### src/rtl/fbp_pkg.sv
// package for the five-bit port with chip selects: register map, reset values, field positions
// assumes a Wishbone byte address of FBP_ADR_W bits and one 8-bit register per 32-bit word
package fbp_pkg;

  // bus geometry
  localparam int unsigned FBP_ADR_W  = 18;
  localparam int unsigned FBP_IDX_W  = 16;
  localparam int unsigned FBP_PINS   = 5;
  localparam int unsigned FBP_CS_NUM = 4;

  // register indices; byte address is four times the index
  localparam logic [15:0] FBP_IDX_DIR      = 16'hFE3F;
  localparam logic [15:0] FBP_IDX_DATA     = 16'hFF0F;
  localparam logic [15:0] FBP_IDX_PIN      = 16'hFFBF;
  localparam logic [15:0] FBP_IDX_CTRL     = 16'hFE50;
  localparam logic [15:0] FBP_IDX_IRQ_STAT = 16'hFE51;
  localparam logic [15:0] FBP_IDX_IRQ_MASK = 16'hFE52;

  // values after power-on reset or hardware standby
  localparam logic [4:0] FBP_DIR_RST_CS   = 5'h10;
  localparam logic [4:0] FBP_DIR_RST_PLAIN = 5'h00;
  localparam logic [4:0] FBP_DATA_RST     = 5'h00;
  localparam logic [0:0] FBP_CTRL_RST     = 1'h0;
  localparam logic [1:0] FBP_IRQ_RST      = 2'h0;
  localparam logic [7:0] FBP_UNDEF_READ   = 8'h00;

  // field positions
  localparam int unsigned FBP_CTRL_HOLD_BIT = 0;
  localparam int unsigned FBP_PIN_EXT_INTERRUPT_6_N      = 0;
  localparam int unsigned FBP_PIN_EXT_INTERRUPT_7_N      = 1;
  localparam int unsigned FBP_STAT_EXT_INTERRUPT_6_N     = 0;
  localparam int unsigned FBP_STAT_EXT_INTERRUPT_7_N     = 1;

  // operating mode as strapped: modes 4, 5, 6, 7
  typedef enum logic [1:0] {
    FBP_MODE4,
    FBP_MODE5,
    FBP_MODE6,
    FBP_MODE7
  } fbp_mode_t;

  // drive of the pads: level and active-low enable
  typedef struct packed {
    logic [4:0] level;
    logic [4:0] oe_n;
  } fbp_drive_t;

endpackage

### src/rtl/fbp_port.sv
// five-bit general-purpose port with chip-select and external-interrupt pin sharing
// assumes a classic Wishbone master on clk_i, chip selects from a bus controller on clk_i,
// and pads resolved outside from pin_o / pin_oe_n_o
//
// Functional notes
// - direction register write-only, reads give filler
// - direction bits 7..5 reserved, no state
// - reset: pin4 direction one in modes 4,5
// - direction kept through manual reset, standby
// - standby holds or floats chip-select outputs
// - modes 4-6: pins 4..1 drive chip selects
// - modes 4-6: pin 0 plain output/input
// - mode 7: all pins plain, no chip selects
// - five data bits, cleared at reset, kept
// - upper three data/pin bits ignored, filler
// - pin-state register read-only, writes ignored
// - pin read: data if output, pin if input
// - pin state follows pins, frozen in standby
// - pins 1,0 feed external interrupts 7,6
//
// Added by the designer: the Wishbone slave port.
`timescale 1ns/1ps
`default_nettype none

module fbp_port (
  input  wire logic        clk_i,
  input  wire logic        rst_i,
  input  wire logic        wb_cyc_i,
  input  wire logic        wb_stb_i,
  input  wire logic        wb_we_i,
  input  wire logic [17:0] wb_adr_i,
  input  wire logic [3:0]  wb_sel_i,
  input  wire logic [31:0] wb_dat_i,
  output logic      [31:0] wb_dat_o,
  output logic             wb_ack_o,
  input  wire logic [1:0]  mode_i,
  input  wire logic        hw_standby_i,
  input  wire logic        sw_standby_i,
  input  wire logic [3:0]  chip_select_n_i,
  input  wire logic [4:0]  pin_i,
  output logic      [4:0]  pin_o,
  output logic      [4:0]  pin_oe_n_o,
  output logic             ext_interrupt_6_n_o,
  output logic             ext_interrupt_7_n_o,
  output logic             irq_o
);

  // modes 4 to 6 share the external-bus pin functions
  function automatic logic bus_mode(input fbp_pkg::fbp_mode_t m);
    bus_mode = (m != fbp_pkg::FBP_MODE7);
  endfunction

  // synchronisers for pads and straps
  logic [4:0] pin_s1_reg;
  logic [4:0] pin_s2_reg;
  logic [1:0] mode_s1_reg;
  logic [1:0] mode_s2_reg;
  logic       hws_s1_reg;
  logic       hws_s2_reg;

  always_ff @(posedge clk_i) begin
    pin_s1_reg  <= pin_i;
    pin_s2_reg  <= pin_s1_reg;
    mode_s1_reg <= mode_i;
    mode_s2_reg <= mode_s1_reg;
    hws_s1_reg  <= hw_standby_i;
    hws_s2_reg  <= hws_s1_reg;
  end

  // state
  fbp_pkg::fbp_mode_t mode_reg;
  logic [4:0]         dir_reg;
  logic [4:0]         data_reg;
  logic [4:0]         pin_state_reg;
  logic [4:0]         pin_prev_reg;
  logic [0:0]         ctrl_reg;
  logic [1:0]         stat_reg;
  logic [1:0]         mask_reg;
  logic               ack_reg;
  logic [31:0]        dat_reg;
  logic               irq_reg;
  logic               int6_reg;
  logic               int7_reg;
  fbp_pkg::fbp_drive_t drive_reg;

  // decode
  wire        init_w    = rst_i | hws_s2_reg;
  wire [15:0] idx_w     = wb_adr_i[17:2];
  wire        req_w     = wb_cyc_i & wb_stb_i & ~ack_reg;
  wire        wr_w      = req_w & wb_we_i & wb_sel_i[0];
  wire        rd_w      = req_w & ~wb_we_i;
  wire        hit_dir   = (idx_w == fbp_pkg::FBP_IDX_DIR);
  wire        hit_data  = (idx_w == fbp_pkg::FBP_IDX_DATA);
  wire        hit_pin   = (idx_w == fbp_pkg::FBP_IDX_PIN);
  wire        hit_ctrl  = (idx_w == fbp_pkg::FBP_IDX_CTRL);
  wire        hit_stat  = (idx_w == fbp_pkg::FBP_IDX_IRQ_STAT);
  wire        hit_mask  = (idx_w == fbp_pkg::FBP_IDX_IRQ_MASK);
  wire        hold_w    = ctrl_reg[fbp_pkg::FBP_CTRL_HOLD_BIT];
  wire        bus_w     = bus_mode(mode_reg);
  wire        mode7_w   = (mode_reg == fbp_pkg::FBP_MODE7);

  // direction value after reset taken from the strap seen at that moment
  wire        strap_cs_w = (mode_s2_reg == 2'h0) | (mode_s2_reg == 2'h1);
  wire [4:0]  dir_init_w = strap_cs_w ? fbp_pkg::FBP_DIR_RST_CS : fbp_pkg::FBP_DIR_RST_PLAIN;

  // mode latched while reset or hardware standby is held, stays fixed until the next reset or hardware standby
  always_ff @(posedge clk_i) begin
    if (init_w) begin
      mode_reg <= fbp_pkg::fbp_mode_t'(mode_s2_reg);
    end
  end

  // direction: only five bits exist, manual reset and software standby never touch it
  always_ff @(posedge clk_i) begin
    if (init_w) begin
      dir_reg <= dir_init_w;
    end else if (wr_w && hit_dir) begin
      dir_reg <= wb_dat_i[4:0];
    end
  end

  // output data
  always_ff @(posedge clk_i) begin
    if (init_w) begin
      data_reg <= fbp_pkg::FBP_DATA_RST;
    end else if (wr_w && hit_data) begin
      data_reg <= wb_dat_i[4:0];
    end
  end

  // standby output-hold control
  always_ff @(posedge clk_i) begin
    if (init_w) begin
      ctrl_reg <= fbp_pkg::FBP_CTRL_RST;
    end else if (wr_w && hit_ctrl) begin
      ctrl_reg <= wb_dat_i[0:0];
    end
  end

  // pin view: data for outputs, pad level for inputs
  wire [4:0] pin_view_w = (dir_reg & data_reg) | (~dir_reg & pin_s2_reg);

  // snapshot frozen in software standby so reads keep the old contents
  always_ff @(posedge clk_i) begin
    if (init_w) begin
      pin_state_reg <= pin_s2_reg;
    end else if (!sw_standby_i) begin
      pin_state_reg <= pin_view_w;
    end
  end

  wire [4:0] pin_read_w = sw_standby_i ? pin_state_reg : pin_view_w;

  // interrupt events: falling edges on the two shared interrupt pins
  always_ff @(posedge clk_i) begin
    if (init_w) begin
      // start from the pad level: a pin held low through reset must not look like a fresh edge
      pin_prev_reg <= pin_s2_reg;
    end else begin
      pin_prev_reg <= pin_s2_reg;
    end
  end

  wire [1:0] fall_w;
  assign fall_w[fbp_pkg::FBP_STAT_EXT_INTERRUPT_6_N] = pin_prev_reg[fbp_pkg::FBP_PIN_EXT_INTERRUPT_6_N] & ~pin_s2_reg[fbp_pkg::FBP_PIN_EXT_INTERRUPT_6_N];
  assign fall_w[fbp_pkg::FBP_STAT_EXT_INTERRUPT_7_N] = pin_prev_reg[fbp_pkg::FBP_PIN_EXT_INTERRUPT_7_N] & ~pin_s2_reg[fbp_pkg::FBP_PIN_EXT_INTERRUPT_7_N];

  // read clears, a coincident event survives the clear
  wire [1:0] stat_clr_w  = (rd_w && hit_stat) ? 2'h3 : 2'h0;
  wire [1:0] stat_next   = (stat_reg & ~stat_clr_w) | fall_w;
  wire [1:0] mask_next   = (wr_w && hit_mask) ? wb_dat_i[1:0] : mask_reg;
  wire       irq_next    = |(stat_next & mask_next);

  always_ff @(posedge clk_i) begin
    if (init_w) begin
      stat_reg <= fbp_pkg::FBP_IRQ_RST;
      mask_reg <= fbp_pkg::FBP_IRQ_RST;
      irq_reg  <= 1'b0;
    end else begin
      stat_reg <= stat_next;
      mask_reg <= mask_next;
      irq_reg  <= irq_next;
    end
  end

  // interrupt lines see the pad whatever the port function
  always_ff @(posedge clk_i) begin
    if (init_w) begin
      int6_reg <= 1'b1;
      int7_reg <= 1'b1;
    end else begin
      int6_reg <= pin_s2_reg[fbp_pkg::FBP_PIN_EXT_INTERRUPT_6_N];
      int7_reg <= pin_s2_reg[fbp_pkg::FBP_PIN_EXT_INTERRUPT_7_N];
    end
  end

  // read multiplexer; reserved and unreadable bits give the filler byte
  wire [7:0] rd_byte_w =
    hit_dir  ? fbp_pkg::FBP_UNDEF_READ :
    hit_data ? {fbp_pkg::FBP_UNDEF_READ[7:5], data_reg} :
    hit_pin  ? {fbp_pkg::FBP_UNDEF_READ[7:5], pin_read_w} :
    hit_ctrl ? {7'h00, ctrl_reg} :
    hit_stat ? {6'h00, stat_reg} :
    hit_mask ? {6'h00, mask_reg} :
               8'h00;

  // one wait state; unmapped words answer with zero and drop writes
  always_ff @(posedge clk_i) begin
    if (rst_i) begin
      ack_reg <= 1'b0;
      dat_reg <= 32'h0000_0000;
    end else begin
      ack_reg <= req_w;
      dat_reg <= rd_w ? {24'h00_0000, rd_byte_w} : 32'h0000_0000;
    end
  end

  // pad drive per pin
  logic [4:0] cs_func_w;
  logic [4:0] cs_lvl_w;
  fbp_pkg::fbp_drive_t drive_next;

  assign cs_func_w[0] = 1'b0;
  assign cs_lvl_w[0]  = 1'b1;

  genvar gi;
  generate
    for (gi = 1; gi < 5; gi++) begin : g_cs
      assign cs_func_w[gi] = bus_w & dir_reg[gi];
      assign cs_lvl_w[gi]  = chip_select_n_i[4 - gi];
    end
    for (gi = 0; gi < 5; gi++) begin : g_pad
      wire stby_cs = sw_standby_i & cs_func_w[gi];
      assign drive_next.level[gi] =
        stby_cs          ? drive_reg.level[gi] :
        cs_func_w[gi]    ? cs_lvl_w[gi] :
                           data_reg[gi];
      assign drive_next.oe_n[gi] =
        (stby_cs & ~hold_w) ? 1'b1 :
                              ~dir_reg[gi];
    end
  endgenerate

  always_ff @(posedge clk_i) begin
    if (rst_i) begin
      drive_reg.level <= fbp_pkg::FBP_DATA_RST;
      drive_reg.oe_n  <= 5'h1F;
    end else begin
      drive_reg <= drive_next;
    end
  end

  assign wb_dat_o            = dat_reg;
  assign wb_ack_o            = ack_reg;
  assign pin_o               = drive_reg.level;
  assign pin_oe_n_o          = drive_reg.oe_n;
  assign ext_interrupt_6_n_o = int6_reg;
  assign ext_interrupt_7_n_o = int7_reg;
  assign irq_o               = irq_reg;
endmodule // fbp_port

`default_nettype wire

### config.mk
export PLATFORM = sky130hd
export DESIGN_NAME = fbp_port
export DESIGN_NICKNAME = d
export VERILOG_FILES = /design/src/rtl/fbp_pkg.sv /design/src/rtl/fbp_port.sv
export SDC_FILE = /design/constraint.sdc
export NUM_CORES = 1
export LEC_CHECK = 0
export CORE_MARGIN = 5
export CORE_UTILIZATION = 45
export DETAILED_ROUTE_END_ITERATION = 16
export DONT_BUFFER_PORTS = 1
export HOLD_SLACK_MARGIN = 0.03
export PLACE_DENSITY = 0.63
export SLEW_MARGIN = 20
export SYNTH_ARGS = -nofsm -noshare
export SYNTH_HDL_FRONTEND = slang
export SYNTH_SLANG_ARGS = --single-unit
### constraint.sdc
create_clock -name clk_i -period 3.55 [get_ports clk_i]
set_input_delay 0 -clock clk_i [delete_from_list [all_inputs] [get_ports clk_i]]
set_output_delay 0 -clock clk_i [all_outputs]
set_load 0.02 [all_outputs]
Word level (Yosys, flattened, before mapping)
Cells that the tools add are included.
Storage, ports and cells
  input bits: 72
  bits in registers: 86
  output and inout port bits: 46
  word-level logic and storage cells: 109
Operators by class
  mux-type cells: 16
  reduce and logical (&&, ||, !) cells: 14
  equal/unequal tests: 8
  bitwise gates (word level): 40
Operators with widths (number)
  == test 16 bit, second input constant: 6
  two-way mux 5 bit: 7
  AND 1 bit: 19
  inverter 1 bit: 11
  AND 5 bit: 2
  two-way mux 2 bit: 5
  OR reduction 2 bit: 5
  OR reduction 7 bit: 1
  logical AND 1 bit: 5
  inverter 5 bit: 1
  OR 5 bit: 1
  AND 2 bit: 2
  two-way mux 1 bit: 4
  OR reduction 3 bit: 1
  == test 2 x 1 -> 1 bit, second input constant: 1
  logical NOT 2 bit: 1
  != test 2 bit, second input constant: 1
  inverter 2 bit: 1
  OR 1 bit: 2
  OR 2 bit: 1
  nonzero test 2 bit: 1

Logic depth before layout (Yosys ltp)
  word-level depth: 10
  depth in mapped cells: 6

Worst setup path before layout
Ideal clock, no wire load.
  kind: input to register
  start point: input port wb_adr_i[16]
  end point: register dir_reg[0], enable pin
  setup time: 376 ps
  slack: 1979 ps
  stages: 4
  buffers on the path: 0
  data arrival time: 1195 ps
  cell sequence: nand4_1 -> nor4_2 -> nand4_1 -> o31ai_1
On the way
  cells in the longest elaborated chain, start to end: 3
Ends and longest elaborated chain
  start, declared: line fbp_port.sv:31  | input wire logic [17:0] wb_adr_i,
  == test 16 bit: line fbp_port.sv:92  | wire hit_dir = (idx_w == fbp_pkg::FBP_IDX_DIR);
  logical AND 1 bit: line fbp_port.sv:117  | end else if (wr_w && hit_dir) begin
  nonzero test 2 bit (no source line)
  end signal, assigned: line fbp_port.sv:116  | dir_reg <= dir_init_w;
  end signal, assigned: line fbp_port.sv:118  | dir_reg <= wb_dat_i[4:0];
  end, declared: line fbp_port.sv:72  | logic [4:0] dir_reg;
No other way between the ends.
A chain may end at the register's enable or synchronous reset.

Worst setup path after layout
  start point: register ack_reg (netlist: wb_ack_o)
  end point: register dat_reg[1] (netlist: wb_dat_o[1])
On the way
  cells in the longest elaborated chain, start to end: 5
Ends and longest elaborated chain
  start, declared: line fbp_port.sv:79  | logic ack_reg;
  start signal, assigned: line fbp_port.sv:213  | ack_reg <= req_w;
  inverter 1 bit: line fbp_port.sv:89  | wire req_w = wb_cyc_i & wb_stb_i & ~ack_reg;
  AND 1 bit: line fbp_port.sv:89
  AND 1 bit: line fbp_port.sv:91  | wire rd_w = req_w & ~wb_we_i;
  inverter 1 bit (no source line)
  OR reduction 3 bit (no source line)
  end signal, assigned: line fbp_port.sv:214  | dat_reg <= rd_w ? {24'h00_0000, rd_byte_w} : 32'h0000_0000;
  end, declared: line fbp_port.sv:80  | logic [31:0] dat_reg;
No other way between the ends.

==> key figures <==
Timing
  • Hold Fails Final Rpt: 0
  • Setup Viol. Count Final: 0
  • RSZ-0062 raised after global routing: false
  • Setup TNS: 0 ps
  • Worst-Margin Slew: 895 ps
  • Final worst-path cycle share: 57.0%
  • Minimum clock period: slightly above 2000 ps
  • Relative slew slack: roughly two fifths
  • Clk_skew: 7.26 ps
  • Pins over their slew limit: 0
  • Max frequency: ~0.49 GHz

GRT
  • Remaining Overflow, GRT: 0
  • Largest net degree at the start of global routing: 18
  • Initial antenna violation count: 0
  • Vias in the first global route: about 1600
  • Tot GR Track Use: 15.2%
  • First-pass GRT wire length: 7460 um

Worst setup path
  • CP peak stage delay: roughly 620 ps
  • CP endpoint kind: flop
  • Cell Chain, Critical Path: nand3b_1 -> dlygate4sd3_1 -> nor2_1 -> nand3b_1 -> nor3_1
  • Most used cell, CP: nand3b_1
  • Startpoint types: flop
  • Req. time, crit path: approximately 3800 ps
  • Setup Crit Path Kind: flop to flop
  • CP delay by family, top: simple AND/OR/NAND/NOR gates
  • Arrival time worst endpoint: 2250 ps
  • WP buf/inv: 1
  • CP Max Fanout: 5
  • Worst r2r path cells: 5
  • Reg2reg start: wb_ack_o
  • Reg-to-reg endpoint: wb_dat_o[1]
  • FF-to-FF setup slack: between 1500 and 2000 ps
  • CP max stage cell: dlygate4sd3_1

Floorplanning
  • Site Rows: 26
  • I/O pin count: between 100 and 150
  • Initial core utilization: between 40% and 50%
  • Die Span X: 81.6 um
  • Chip Height: between 80 and 90 um
  • Std-Cell Core Area: just over 5000 um2
  • Total die area: 6660 um2

Clock network
  • # hold bufs at CTS: 33
  • Setup Fix Bufs, Post-CTS: 0
  • Clock buffer depth: 2
  • CTS tree: yes
  • Clk slew on worst S/H paths: 60 ps
  • CTS Root Buffer Type: clkbuf_8
  • Post-cts resize count: 0
  • Clock sinks: roughly 60
  • TritonCTS Buffers: 9
  • H-tree depth: 3
  • Clk Latency, worst-skew pair: 330 ps

Synthesis
  • Largest cells by area after synthesis: dfxtp_1, edfxtp_1, buf_4
  • Top-count cell post-synth: dfxtp_1
  • Synthesized area per cell: 10.4 um2
  • Seq cells post-synth: 59
  • Most frequent cells after synthesis: dfxtp_1, buf_4, nand2_1
  • Area share of the largest cell type after synthesis: a little under half
  • Main synth FF type: dfxtp_1
  • Syn. warnings: 0
  • Post-Syn Area: 2310 um2
  • Count of different cell masters after synthesis: 43
  • Number of synthesized flops with an enable pin: 7
  • Post-synth ARST share: 0%
  • Seq/Total Area, Yosys: between 50% and 60%
  • Cells after Synth: roughly 220
  • Yosys top cell by area: dfxtp_1

Power
  • P_int: ~1.1 mW
  • Pleak: about 1.1 nW
  • VDD IR max: approximately 0.37 mV
  • Sequential share of power: about half
  • Power per Cell Area: ~500 nW/um2
  • Clock share of power: between 40% and 50%
  • Net Switching: around 0.32 mW
  • Logic pwr share: between 7 and 8%
  • Sw Ratio: around 22%

Detailed routing
  • Via density: between 4 and 5
  • Post-DRT Antenna Nets: 0
  • Final wirelength: between 4000 and 5000 um
  • Vias: 1659
  • Pre-antenna DRT Iters: 4
  • Starting DRT DRC Count: a little over 90
  • DR WL/cell: 14.0 um
  • DRC violations left: 0

Run
  • Max Cap Viol: 0

Worst hold path
  • Min-Delay Startpoint: rst_i
  • Worst hold path class: input port to flop
  • Hold Path Sink: stat_reg[0]
  • Hold Crit Depth: 4

Finish
  • # diodes: 0
  • # nets final: between 300 and 400
  • Layout cells sized above 1: 9.09%
  • Synthesis-to-layout area growth: 21.2%
  • Final Non-Filler Cells: between 300 and 400

Placement
  • DP Cell Count: between 200 and 300
  • PortBufs: 0
  • Final GP Congestion: between 0.7 and 0.8
  • DP Wirelength: ~3200 um

Outcome
  • Status: completed
power groups by stage:
stage          clock network, mW  registers [mW]  logic, mW
2_1_floorplan                  0           0.735     0.0942
3_3_place_gp                   0           0.739     0.0750
3_5_place_dp                   0           0.740     0.0756
4_1_cts                    0.598           0.725      0.107
5_1_grt                    0.628           0.729      0.119
6_report                   0.577           0.726      0.107
cells in the final DEF (no fill, tap or decap), drive strengths merged, types with 4 or more instances in the layout:
master	n
dfxtp	52
a21oi	13
nand2	18
a311oi	4
nor2	15
and2	6
edfxtp	7
clkbuf	13
mux2	5
conb	27
dlygate4sd3	33
mux2i	11
nor2b	7
o21ai	7
inv	4
nand3	10
nand3b	4
worst max path at each step:
stage	startpoint	end	slack, ps	cells after the start
floorplan	wb_adr_i[16]	dir_reg[0]	1980	4
global placement	wb_adr_i[16]	dir_reg[4]	1590	4
detailed placement	wb_adr_i[16]	dir_reg[4]	1570	4
CTS	wb_ack_o	wb_dat_o[1]	1510	5
global route	wb_ack_o	wb_dat_o[1]	1370	5
finish	wb_ack_o	wb_dat_o[1]	1530	5
tightest hold or removal path: stages:
cell	delay (ps)
nor2_1	20
buf_4	170
o21ai_1	120
inv_1	50
cell families after synthesis:
logic type / synth area share [%]
simple gates: 17.7
buf+inv: 10.5
flops: 54.2
other cells: 0.162
compound gates: 10.2
mux: 7.21
per-stage QoR:
step	cell area (um2)	utilization [%]	setup WS [ps]	total power, mW	hold slack, ps
finish	2800	55.5	1530	1.41	80.9
floorplan	2410	-	1980	0.830	27.7
global route	2800	55.5	1370	1.48	93.0
CTS	2800	55.5	1510	1.43	67.4
detailed placement	2270	45.1	1570	0.816	27.8
global placement	2270	45.1	1590	0.814	27.8
layer usage:
layer / up-vias / GRT usage (%) / share of wire, %
li1: 805 / - / -
met1: 784 / 17.5 / 41
met2: 61 / 24.4 / 49
met3: 9 / 6.25 / 7.7
met4: 0 / 6.98 / 1.6
met5: - / 0 / 0
area by class of cell:
class	instances	area (um2)
clock buffers	13	190
clock inverters	1	5.00
fillers	465	2240
inverters	4	15.0
multi-input cells	153	912
flip-flops and latches	59	1250
well taps	70	87.6
repair buffers	34	338
Power figures use the tool's default switching activity.
